**src/hdl/fsp_pkg.sv**
```systemverilog
// Package of constants and carrier types for the flash protection controller.
package fsp_pkg;
	// ========================================================================
	// Bus and address widths
	localparam int ADDR_W     = 22;
	localparam int DATA_W     = 16;
	localparam int GROUP_LSB  = 15;
	localparam int GROUP_W    = 7;
	// ========================================================================
	// Software register offsets
	localparam logic [3:0] REG_CTRL    = 4'h0;
	localparam logic [3:0] REG_ADDR    = 4'h1;
	localparam logic [3:0] REG_WDATA   = 4'h2;
	localparam logic [3:0] REG_RDATA   = 4'h3;
	localparam logic [3:0] REG_STATUS  = 4'h4;
	localparam logic [3:0] REG_PINS    = 4'h5;
	// Control register fields.
	localparam int CTRL_GO_READ   = 0;
	localparam int CTRL_GO_WRITE  = 1;
	// Pin control fields.
	localparam int PIN_ELEV       = 0;
	localparam int PIN_WP_N       = 1;
	localparam int PIN_RESET_N    = 2;
	localparam logic [2:0] PINS_RST_VAL = 3'h6;
	// Status fields.
	localparam int ST_BUSY        = 0;
	localparam int ST_INHIBIT     = 1;
	localparam int ST_DONE        = 2;
	localparam int ST_BIT7        = 3;
	// ========================================================================
	// Secure region layout (word addresses)
	localparam logic [21:0] SEC_SERIAL_LAST = 22'h000007;
	localparam logic [21:0] SEC_LAST        = 22'h00007F;
	localparam int          SEC_BIT_IND     = 7;
	// ========================================================================
	// Timing
	localparam int CLK_MHZ        = 10;
	localparam int GLITCH_NS      = 3;
	// Least time rounds up to one whole cycle.
	localparam int GLITCH_CYC     = (GLITCH_NS * CLK_MHZ + 999) / 1000;
	localparam int SETUP_CYC      = 1;
	localparam int PULSE_CYC      = 2 + GLITCH_CYC;
	localparam logic [3:0] CNT_W1 = 4'h1;
	// ========================================================================
	// Carrier of the flash control pins
	typedef struct packed {
		logic ce_n;
		logic we_n;
		logic oe_n;
	} fsp_ctl_t;
	localparam fsp_ctl_t CTL_IDLE = '{ce_n: 1'b1, we_n: 1'b1, oe_n: 1'b1};
endpackage : fsp_pkg

```
**src/hdl/fsp_ctrl.sv**
```systemverilog
// Host controller that drives the flash pins for protected access.
`timescale 1ns/1ps
module fsp_ctrl (
	input  wire logic                  i_clk,
	input  wire logic                  i_rst,
	input  wire logic [3:0]            i_addr,
	input  wire logic [31:0]           i_wdata,
	input  wire logic                  i_wr,
	input  wire logic                  i_rd,
	output logic      [31:0]           o_rdata,
	input  wire logic                  i_supply_low,
	input  wire logic [15:0]           i_dq,
	output logic      [15:0]           o_dq,
	output logic                       o_dq_oe,
	output logic      [21:0]           o_flash_addr,
	output logic                       o_ce_n,
	output logic                       o_we_n,
	output logic                       o_oe_n,
	output logic                       o_reset_n,
	output logic                       o_reset_elevated,
	output logic                       o_protect_accel_pin
);
	// ========================================================================
	// Synchronisers for asynchronous inputs
	logic [15:0] dq_s1_r, dq_s2_r;
	logic        low_s1_r, low_s2_r;
	always_ff @(posedge i_clk or posedge i_rst) begin
		if (i_rst) begin
			dq_s1_r  <= 16'h0000;
			dq_s2_r  <= 16'h0000;
			low_s1_r <= 1'b1;
			low_s2_r <= 1'b1;
		end else begin
			dq_s1_r  <= i_dq;
			dq_s2_r  <= dq_s1_r;
			low_s1_r <= i_supply_low;
			low_s2_r <= low_s1_r;
		end
	end

	// ========================================================================
	// Cycle state machine
	typedef enum logic [3:0] {
		S_IDLE  = 4'b0001,
		S_SETUP = 4'b0010,
		S_PULSE = 4'b0100,
		S_HOLD  = 4'b1000
	} fsp_state_t;

	fsp_state_t          state_r, state_nxt;
	logic                is_wr_r, is_wr_nxt;
	logic [3:0]          cnt_r, cnt_nxt;
	logic [21:0]         addr_r, addr_nxt;
	logic [15:0]         wdata_r, wdata_nxt;
	logic [15:0]         rdata_r, rdata_nxt;
	logic [2:0]          pins_r, pins_nxt;
	logic                done_r, done_nxt;
	logic                inh_r, inh_nxt;
	fsp_pkg::fsp_ctl_t   ctl_r, ctl_nxt;
	logic                go_rd, go_wr, busy;

	assign busy  = (state_r != S_IDLE);
	// Software issues every command sequence, the secure-region exit too,
	// as single cycles; this block never reorders or merges them.
	assign go_rd = i_wr && (i_addr == fsp_pkg::REG_CTRL)
		&& i_wdata[fsp_pkg::CTRL_GO_READ];
	assign go_wr = i_wr && (i_addr == fsp_pkg::REG_CTRL)
		&& i_wdata[fsp_pkg::CTRL_GO_WRITE]
		&& !i_wdata[fsp_pkg::CTRL_GO_READ];

	always_comb begin
		state_nxt = state_r;
		is_wr_nxt = is_wr_r;
		cnt_nxt   = cnt_r;
		addr_nxt  = addr_r;
		wdata_nxt = wdata_r;
		rdata_nxt = rdata_r;
		pins_nxt  = pins_r;
		done_nxt  = done_r;
		inh_nxt   = inh_r;
		ctl_nxt   = ctl_r;
		if (i_wr && !busy) begin
			unique case (i_addr)
				fsp_pkg::REG_ADDR:  addr_nxt  = i_wdata[21:0];
				fsp_pkg::REG_WDATA: wdata_nxt = i_wdata[15:0];
				// Elevated reset enters and leaves unprotect mode.
				fsp_pkg::REG_PINS:  pins_nxt  = i_wdata[2:0];
				default: ;
			endcase
		end
		if (i_rd && i_addr == fsp_pkg::REG_STATUS)
			done_nxt = 1'b0;
		unique case (state_r)
			S_IDLE: begin
				ctl_nxt = fsp_pkg::CTL_IDLE;
				// Writes are dropped while supply is low.
				if (go_wr && low_s2_r) begin
					inh_nxt  = 1'b1;
					done_nxt = 1'b1;
				end else if (go_rd || go_wr) begin
					is_wr_nxt = go_wr;
					inh_nxt   = 1'b0;
					cnt_nxt   = 4'(fsp_pkg::SETUP_CYC);
					state_nxt = S_SETUP;
					// Chip select first, output enable high for writes.
					ctl_nxt.ce_n = 1'b0;
				end
			end
			S_SETUP: begin
				cnt_nxt = cnt_r - fsp_pkg::CNT_W1;
				if (cnt_r == fsp_pkg::CNT_W1) begin
					cnt_nxt   = 4'(fsp_pkg::PULSE_CYC);
					state_nxt = S_PULSE;
					if (is_wr_r)
						ctl_nxt.we_n = 1'b0;
					else
						ctl_nxt.oe_n = 1'b0;
				end
			end
			S_PULSE: begin
				// Pulse lasts well past the glitch filter width.
				cnt_nxt = cnt_r - fsp_pkg::CNT_W1;
				if (cnt_r == fsp_pkg::CNT_W1) begin
					if (!is_wr_r)
						rdata_nxt = dq_s2_r;
					ctl_nxt.we_n = 1'b1;
					ctl_nxt.oe_n = 1'b1;
					state_nxt    = S_HOLD;
				end
			end
			S_HOLD: begin
				ctl_nxt   = fsp_pkg::CTL_IDLE;
				done_nxt  = 1'b1;
				state_nxt = S_IDLE;
			end
			default: state_nxt = S_IDLE;
		endcase
	end

	always_ff @(posedge i_clk or posedge i_rst) begin
		if (i_rst) begin
			state_r <= S_IDLE;
			is_wr_r <= 1'b0;
			cnt_r   <= 4'h0;
			addr_r  <= 22'h000000;
			wdata_r <= 16'h0000;
			rdata_r <= 16'h0000;
			pins_r  <= fsp_pkg::PINS_RST_VAL;
			done_r  <= 1'b0;
			inh_r   <= 1'b0;
			ctl_r   <= fsp_pkg::CTL_IDLE;
		end else begin
			state_r <= state_nxt;
			is_wr_r <= is_wr_nxt;
			cnt_r   <= cnt_nxt;
			addr_r  <= addr_nxt;
			wdata_r <= wdata_nxt;
			rdata_r <= rdata_nxt;
			pins_r  <= pins_nxt;
			done_r  <= done_nxt;
			inh_r   <= inh_nxt;
			ctl_r   <= ctl_nxt;
		end
	end

	// ========================================================================
	// Pin drive
	assign o_ce_n              = ctl_r.ce_n;
	assign o_we_n              = ctl_r.we_n;
	assign o_oe_n              = ctl_r.oe_n;
	assign o_flash_addr        = addr_r;
	assign o_dq                = wdata_r;
	// Data bus is driven only during write cycles so reads never contend.
	assign o_dq_oe             = busy && is_wr_r;
	assign o_reset_elevated    = pins_r[fsp_pkg::PIN_ELEV];
	// Write-protect level steers edge group protection.
	assign o_protect_accel_pin = pins_r[fsp_pkg::PIN_WP_N];
	assign o_reset_n           = pins_r[fsp_pkg::PIN_RESET_N];

	// ========================================================================
	// Register read port
	always_ff @(posedge i_clk or posedge i_rst) begin
		if (i_rst) begin
			o_rdata <= 32'h00000000;
		end else if (i_rd) begin
			unique case (i_addr)
				fsp_pkg::REG_ADDR:   o_rdata <= {10'h000, addr_r};
				fsp_pkg::REG_WDATA:  o_rdata <= {16'h0000, wdata_r};
				fsp_pkg::REG_RDATA:  o_rdata <= {16'h0000, rdata_r};
				fsp_pkg::REG_STATUS: o_rdata <= {28'h0000000,
					// Secure indicator bit of the last read word.
					rdata_r[fsp_pkg::SEC_BIT_IND], done_r, inh_r, busy};
				fsp_pkg::REG_PINS:   o_rdata <= {29'h00000000, pins_r};
				default:             o_rdata <= 32'h00000000;
			endcase
		end else begin
			o_rdata <= 32'h00000000;
		end
	end

	// ========================================================================
	// Checks
	property p_wr_qual;
		@(posedge i_clk) disable iff (i_rst)
		!o_we_n |-> (!o_ce_n && o_oe_n);
	endproperty
	a_wr_qual: assert property (p_wr_qual) else $error("bad write qual");
	property p_pulse_len;
		@(posedge i_clk) disable iff (i_rst)
		$fell(o_we_n) |-> !o_we_n [*3];
	endproperty
	a_pulse_len: assert property (p_pulse_len) else $error("we short");
	property p_low_inh;
		@(posedge i_clk) disable iff (i_rst)
		(go_wr && low_s2_r && !busy) |=> (!busy && o_we_n && inh_r);
	endproperty
	a_low_inh: assert property (p_low_inh) else $error("low write");
	property p_end;
		@(posedge i_clk) disable iff (i_rst)
		$rose(busy) |-> ##[4:6] !busy;
	endproperty
	a_end: assert property (p_end) else $error("cycle hung");
	property p_elev;
		@(posedge i_clk) disable iff (i_rst)
		(i_wr && !busy && i_addr == fsp_pkg::REG_PINS)
			|=> o_reset_elevated == $past(i_wdata[0]);
	endproperty
	a_elev: assert property (p_elev) else $error("elev pin");
	property p_wp;
		@(posedge i_clk) disable iff (i_rst)
		(i_wr && !busy && i_addr == fsp_pkg::REG_PINS)
			|=> o_protect_accel_pin == $past(i_wdata[1]);
	endproperty
	a_wp: assert property (p_wp) else $error("wp pin");
	// Chip select must lead and trail every enable pulse, or the flash
	// could latch a command on a half-formed cycle.
	property p_ce_lead;
		@(posedge i_clk) disable iff (i_rst)
		($fell(o_we_n) || $fell(o_oe_n)) |-> $past(!o_ce_n);
	endproperty
	a_ce_lead: assert property (p_ce_lead) else $error("ce late");
	property p_ce_trail;
		@(posedge i_clk) disable iff (i_rst)
		$rose(o_we_n) |-> !o_ce_n;
	endproperty
	a_ce_trail: assert property (p_ce_trail) else $error("ce early");
	property p_oe_pulse;
		@(posedge i_clk) disable iff (i_rst)
		$fell(o_oe_n) |-> !o_oe_n [*3];
	endproperty
	a_oe_pulse: assert property (p_oe_pulse) else $error("oe short");
	// Both sides driving the data wire would corrupt the word and stress
	// the pads, so output enable and data drive never overlap.
	property p_no_fight;
		@(posedge i_clk) disable iff (i_rst)
		o_dq_oe |-> o_oe_n;
	endproperty
	a_no_fight: assert property (p_no_fight) else $error("dq fight");
	// Address and data registers take no writes while busy, so they hold still
	// for the whole cycle.
	property p_bus_hold;
		@(posedge i_clk) disable iff (i_rst)
		(busy && $past(busy))
			|-> ($stable(o_flash_addr) && $stable(o_dq));
	endproperty
	a_bus_hold: assert property (p_bus_hold) else $error("bus moved");
	property p_low_quiet;
		@(posedge i_clk) disable iff (i_rst)
		(low_s2_r && !busy) |=> o_we_n;
	endproperty
	a_low_quiet: assert property (p_low_quiet) else $error("low we");
	c_write: cover property (@(posedge i_clk) $fell(o_we_n));
	c_read:  cover property (@(posedge i_clk) $fell(o_oe_n));
	c_inh:   cover property (@(posedge i_clk) $rose(inh_r));
	c_elev:  cover property (@(posedge i_clk) $rose(o_reset_elevated));
endmodule : fsp_ctrl

```
**config.mk**
```make
export PLATFORM = sky130hd
export DESIGN_NAME = fsp_ctrl
export DESIGN_NICKNAME = d
export VERILOG_FILES = /design/src/hdl/fsp_pkg.sv /design/src/hdl/fsp_ctrl.sv
export SDC_FILE = /design/constraint.sdc
export NUM_CORES = 1
export LEC_CHECK = 0
export BUFFER_PORTS_ARGS = -buffer_cell sky130_fd_sc_hd__buf_2
export CORE_MARGIN = 2
export CORE_UTILIZATION = 40
export DETAILED_ROUTE_END_ITERATION = 10
export RECOVER_POWER = 100
export SETUP_SLACK_MARGIN = 0.2
export SLEW_MARGIN = 20
export SYNTH_ARGS = -nofsm -noshare
export SYNTH_HDL_FRONTEND = slang
export SYNTH_SLANG_ARGS = --single-unit
```
**constraint.sdc**
```tcl
create_clock -name i_clk -period 4.4 [get_ports i_clk]
set_input_delay 0.22 -clock i_clk [delete_from_list [all_inputs] [get_ports i_clk]]
set_output_delay 0.22 -clock i_clk [all_outputs]
set_load 0.005 [all_outputs]
```
Word-level counts from Yosys, hierarchy flattened
Cells that the tools add are included.
- output and inout bits: 77
- register bits after elaboration: 137
- word-level logic and storage cells: 88
- bits of input ports: 57
- muxes and demuxes: 24
- reductions and logical operators: 27
- bitwise logic cells: 2
- eq/ne operators: 17
- $add $sub $neg: 1
- operators by type and width (operator ; count):
    22-bit case mux with 5 select lines ; 1
    32-bit 2-to-1 mux ; 1
    4-bit 2-to-1 mux ; 7
    4-bit case mux with 3 select lines ; 2
    4-bit by 1-bit equality test with 1-bit output, second input constant ; 3
    4-bit by 2-bit equality test with 1-bit output, second input constant ; 3
    4-bit by 3-bit equality test with 1-bit output, second input constant ; 3
    2-bit != test, second input constant ; 6
    4-bit AND reduction ; 3
    3-bit AND reduction ; 3
    1-bit logical AND ; 8
    1-bit 2-to-1 mux ; 8
    2-bit AND reduction ; 4
    2-bit case mux with 3 select lines ; 1
    3-bit nonzero test ; 2
    4-bit equality test, second input constant ; 1
    4-bit logical NOT ; 1
    2-bit 2-to-1 mux ; 2
    4-bit by 1-bit != test with 1-bit output, second input constant ; 1
    1-bit case mux with 2 select lines ; 2
    2-bit nonzero test ; 2
    4-bit by 1-bit subtractor with 4-bit output, second input constant ; 1
    1-bit logical NOT ; 2
    1-bit inverter ; 2
    2 further kinds ; 2

Depth between registers and ports, before layout
- word-level depth: 8
- gate-level depth with buffers: 8
- depth with buffers taken out: 6

Least setup slack after synthesis
Ideal clock, no wire load.
- path kind: reg2reg
- start: reg cnt_r[1]
- end: reg rdata_r[0]
- path buffers: 2
- setup slack: 2.526 ns
- required time: 4.275 ns
- library setup time: 0.125 ns
- cell stages (with the launch flop): 9
- arrival time: 1.749 ns
- cell sequence: dfrtp_1 -> inv_1 -> ha_1 -> nor3b_2 -> and3_1 -> and2_1 -> buf_6 -> buf_6 -> mux2_2
- cells in the longest elaborated chain, start to end: 2
- RTL lines (what ; line ; text):
    start, declared ; fsp_ctrl.sv:52 ; logic [3:0] cnt_r, cnt_nxt;
    start signal, assigned ; fsp_ctrl.sv:155 ; cnt_r <= cnt_nxt;
    4-bit by 1-bit equality test with 1-bit output ; fsp_ctrl.sv:123 ; if (cnt_r == fsp_pkg::CNT_W1) begin
    3-bit AND reduction (no source line) ; n/a ;
    end signal, assigned ; fsp_ctrl.sv:158 ; rdata_r <= rdata_nxt;
    end, declared ; fsp_ctrl.sv:55 ; logic [15:0] rdata_r, rdata_nxt;
No other way between the ends.
A chain may end at the register's enable or synchronous reset.

Worst setup path after layout
- start: in i_addr[2]
- end: reg addr_r[18], in the netlist o_flash_addr[18]
- cells in the longest elaborated chain, start to end: 2
- RTL lines (what ; line ; text):
    start, declared ; fsp_ctrl.sv:6 ; input wire logic [3:0] i_addr,
    4-bit by 1-bit equality test with 1-bit output ; fsp_ctrl.sv:83 ; unique case (i_addr)
    2-bit AND reduction (no source line) ; n/a ;
    end signal, assigned ; fsp_ctrl.sv:156 ; addr_r <= addr_nxt;
    end, declared ; fsp_ctrl.sv:53 ; logic [21:0] addr_r, addr_nxt;
No other way between the ends.

==> flow_summary_export.csv <==
group,metric,value,unit
yosys,netlist_top_cells_count,"dfrtp_1 (119), mux2_2 (45), nor2_1 (16)",
die,die_area,13000,um2
drt,drc,0,
finish,area_growth_syn_to_layout,28.5,%
worst_hold_path,hold_depth,2,
yosys,synth_seq_area_share,66.0,%
finish,drive_gt1_share,35.8,%
worst_setup_path,worst_setup_path_end_kind,"register",
yosys,synth_top_cell_by_area,"dfrtp_1",
clock_tree,cts_tree,"done",
pwr,p_clk_share,45.3,%
yosys,avgSynthCellArea,14.9,um2
yosys,ys_types,50,
yosys,synth_mux_area_share,13.5,%
pwr,seqPwrFrac,44.8,%
worst_setup_path,worstSetupPathType,"in -> reg",
worst_setup_path,cp_max_fo,23,
pwr,ir_drop,0.000253,V
timing,maxSlewViolCount,0,
drt,wl_per_cell,17.0,um
pwr,leakage,2.88,nW
yosys,synth.most_common_cell,"dfrtp_1",
die,initial_utilization,40.5,%
die,rows,40,
drt,dr_total_vias,3232,
timing,rsz0062_at_grt,"no",
pwr,swShare,22.5,%
outcome,status,"finished, final reports clean",
yosys,netlist_instances,325,
placement,routabilityCongestion,0.835,
global_routing,grt_overflow,0,
drt,vias_per_cell,5.15,
worst_setup_path,r2r-end,"o_flash_addr[18]",
yosys,synthXorXnorAreaFrac,0,%
global_routing,grt_pass1_vias,3272,
clock_tree,clk_pin_slew,0.05,ns
timing,finalSetupTns,0,ns
die,ios,134,
yosys,synth_top_area_share,61.7,%
clock_tree,h-tree-depth,4,
drt,drtPass1Iterations,8,
clock_tree,worstSkewPairLatency,0.40,ns
worst_setup_path,reg2reg_from,"state_r[0]",
yosys,ys_async_sr_fraction,100,%
timing,hold_violations,0,
yosys,synth_seq_cells,127,
yosys,synth_fa_ha_area_share,0.518,%
global_routing,antenna_found_initial,0,
die,core,11900,um2
clock_tree,cts_buffers,17,
yosys,synth_top_family_by_area,"multiplexers",
timing,fmax,0.310,GHz
global_routing,grt_use_total,17.6,%
timing,min_period,3.23,ns
worst_setup_path,arrival,3.49,ns
timing,finalSetupViolations,0,
yosys,synth_warnings,0,
yosys,synthSimpleGateAreaFrac,8.94,%
die,die-width,114,um
pwr,power_density,495,nW/um2
worst_setup_path,r2r_setup_slack,1.37,ns
worst_setup_path,cp-startpoint,"i_addr[2]",
placement,dp_hpwl,6790,um
clock_tree,cts_setup_buffers,0,
yosys,syn_area,4830,um2
worst_hold_path,hp-class,"in -> reg",
die,fp.dieH,114,um
clock_tree,cts_root_buf,"clkbuf_16",
drt,drtIter0Drc,241,
pwr,internal_power,2.38,mW
pwr,p_total,3.07,mW
yosys,synth-edff-count,0,
pwr,comb_power_share,9.9,%
worst_setup_path,crit_path_start_kind,"input port",
timing,clock_skew,0.00768,ns
worst_setup_path,critical_path_required,4.67,ns
drt,drtAntennaViolNets,0,
finish,final_nets,527,
global_routing,grt_max_degree,56,
worst_setup_path,critPathCapture,"o_flash_addr[18]",
worst_setup_path,ff2ff_path_depth,4,
yosys,ys_top_cells_by_area,"dfrtp_1 (62%), mux2_2 (10%), dfstp_2 (4.4%)",
clock_tree,clockBufferDepth,2,
drt,routed_wl,10700,um
finish,diodes,0,
timing,maxSlewHeadroom,11.4,%
clock_tree,cts_hold_buf,18,
timing,post-route-period-util,73.3,%
clock_tree,cts_sinks,127,
yosys,synth-compound-area-share,7.18,%
placement,io_buffers,113,
finish,n_fill_cell,1057,
global_routing,grt_pass1_wl,17500,um
pwr,p_sw,0.691,mW
yosys,yosys_most_used_dff,"dfrtp_1",
clock_tree,ctsResizeCount,0,
job,drv_cap,0,
timing,tightest_slew,1.33,ns
==> through the flow <==
stage / hold slack, ns / instances / area [um2] / setup slack (ns) / utilization, %
2_1_floorplan: 0.224 / 334 / 4860 / 0.809 / -
3_3_place_gp: 0.162 / 578 / 5520 / 1.96 / 46.4
3_5_place_dp: 0.165 / 578 / 5520 / 1.93 / 46.4
4_1_cts: 0.0350 / 628 / 6300 / 1.91 / 52.9
5_1_grt: 0.0364 / 628 / 6210 / 0.870 / 52.1
6_report: 0.0461 / 628 / 6210 / 1.17 / 52.1
==> state kept, by name, summed over array words and instances (netlist names), 3 cells and up <==
name and count:
cnt_r 4, dq_s1_r 16, dq_s2_r 16, o_dq 16, o_flash_addr 22, o_rdata 22, pins_r 3, rdata_r 16
state_r 4
==> power groups by stage <==
stage               registers, mW  clock network, mW  logic (mW)
finish                       1.38               1.39       0.304
global route                 1.39               1.48       0.340
CTS                          1.38               1.42       0.324
detailed placement           1.39                  0       0.310
global placement             1.39                  0       0.303
floorplan                    1.39                  0       0.154
==> cell families (layout without fill, tap and decap cells) <==
group                    Yosys count  after routing
adder cells (fa/ha/maj)            2              2
flip-flops                       127            127
multiplexers                      58             58
other                              1             10
buffers and inverters             27            174
AND/OR/NAND/NOR                   65             65
AO/OA/AOI/OAI                     45             45
==> final cells by class <==
| class | count | area (um2) | share of cell area, % |
|---|---|---|---|
| clock buffer | 27 | 523 | 8.42 |
| clock inverter | 5 | 77.6 | 1.25 |
| inverter | 5 | 20.0 | 0.322 |
| multi-input combinational | 180 | 1470 | 23.7 |
| sequential | 127 | 3190 | 51.4 |
| tap | 147 | 184 | 2.96 |
| timing repair buffer | 137 | 747 | 12.0 |
==> critical path, stage by stage <==
cell and delay (ns):
clkbuf_1 0.21, nor4b_1 0.37, clkbuf_1 0.98, nand2_1 1.08
mux2_1 0.63
==> cell usage in the layout (no fill, tap or decap), types with 3 or more instances in the layout <==
cell type	synthesis	final
nand3b_1	3	3
nand2_1	9	11
a21oi_1	10	10
buf_2	4	85
nor2b_1	3	3
dfrtp_1	119	119
inv_1	5	4
nor3_1	3	3
and2_0	0	3
clkbuf_8	0	6
mux2_1	13	13
clkbuf_16	0	17
a22oi_1	4	4
nor4b_1	4	6
nor2_1	16	16
a222oi_1	15	15
mux2_2	45	45
clkbuf_1	3	32
conb_1	1	10
buf_4	10	3
and3_1	7	7
dlygate4sd3_1	0	18
o21ai_0	4	4
dfstp_1	0	6
==> worst min path at each step <==
stage	from	to	slack [ns]
detailed placement	i_rst	dq_s1_r[3]	0.16
floorplan	i_supply_low	low_s1_r	0.22
global route	i_wdata[5]	o_dq[5]	0.04
CTS	i_wdata[9]	o_dq[9]	0.03
finish	i_wdata[9]	o_dq[9]	0.05
global placement	i_rst	rdata_r[5]	0.16
==> layer usage <==
| layer | wire, um | vias to the layer above | part of all wire, % | track usage, % |
|---|---|---|---|---|
| li1 | - | 1468 | - | - |
| met5 | 0 | - | 0 | 0 |
| met2 | 5330 | 108 | 50 | 27.8 |
| met3 | 687 | 6 | 6.4 | 5.58 |
| met1 | 4630 | 1650 | 43 | 23.6 |
| met4 | 65 | 0 | 0.61 | 4.88 |
Power figures use the tool's default switching activity.
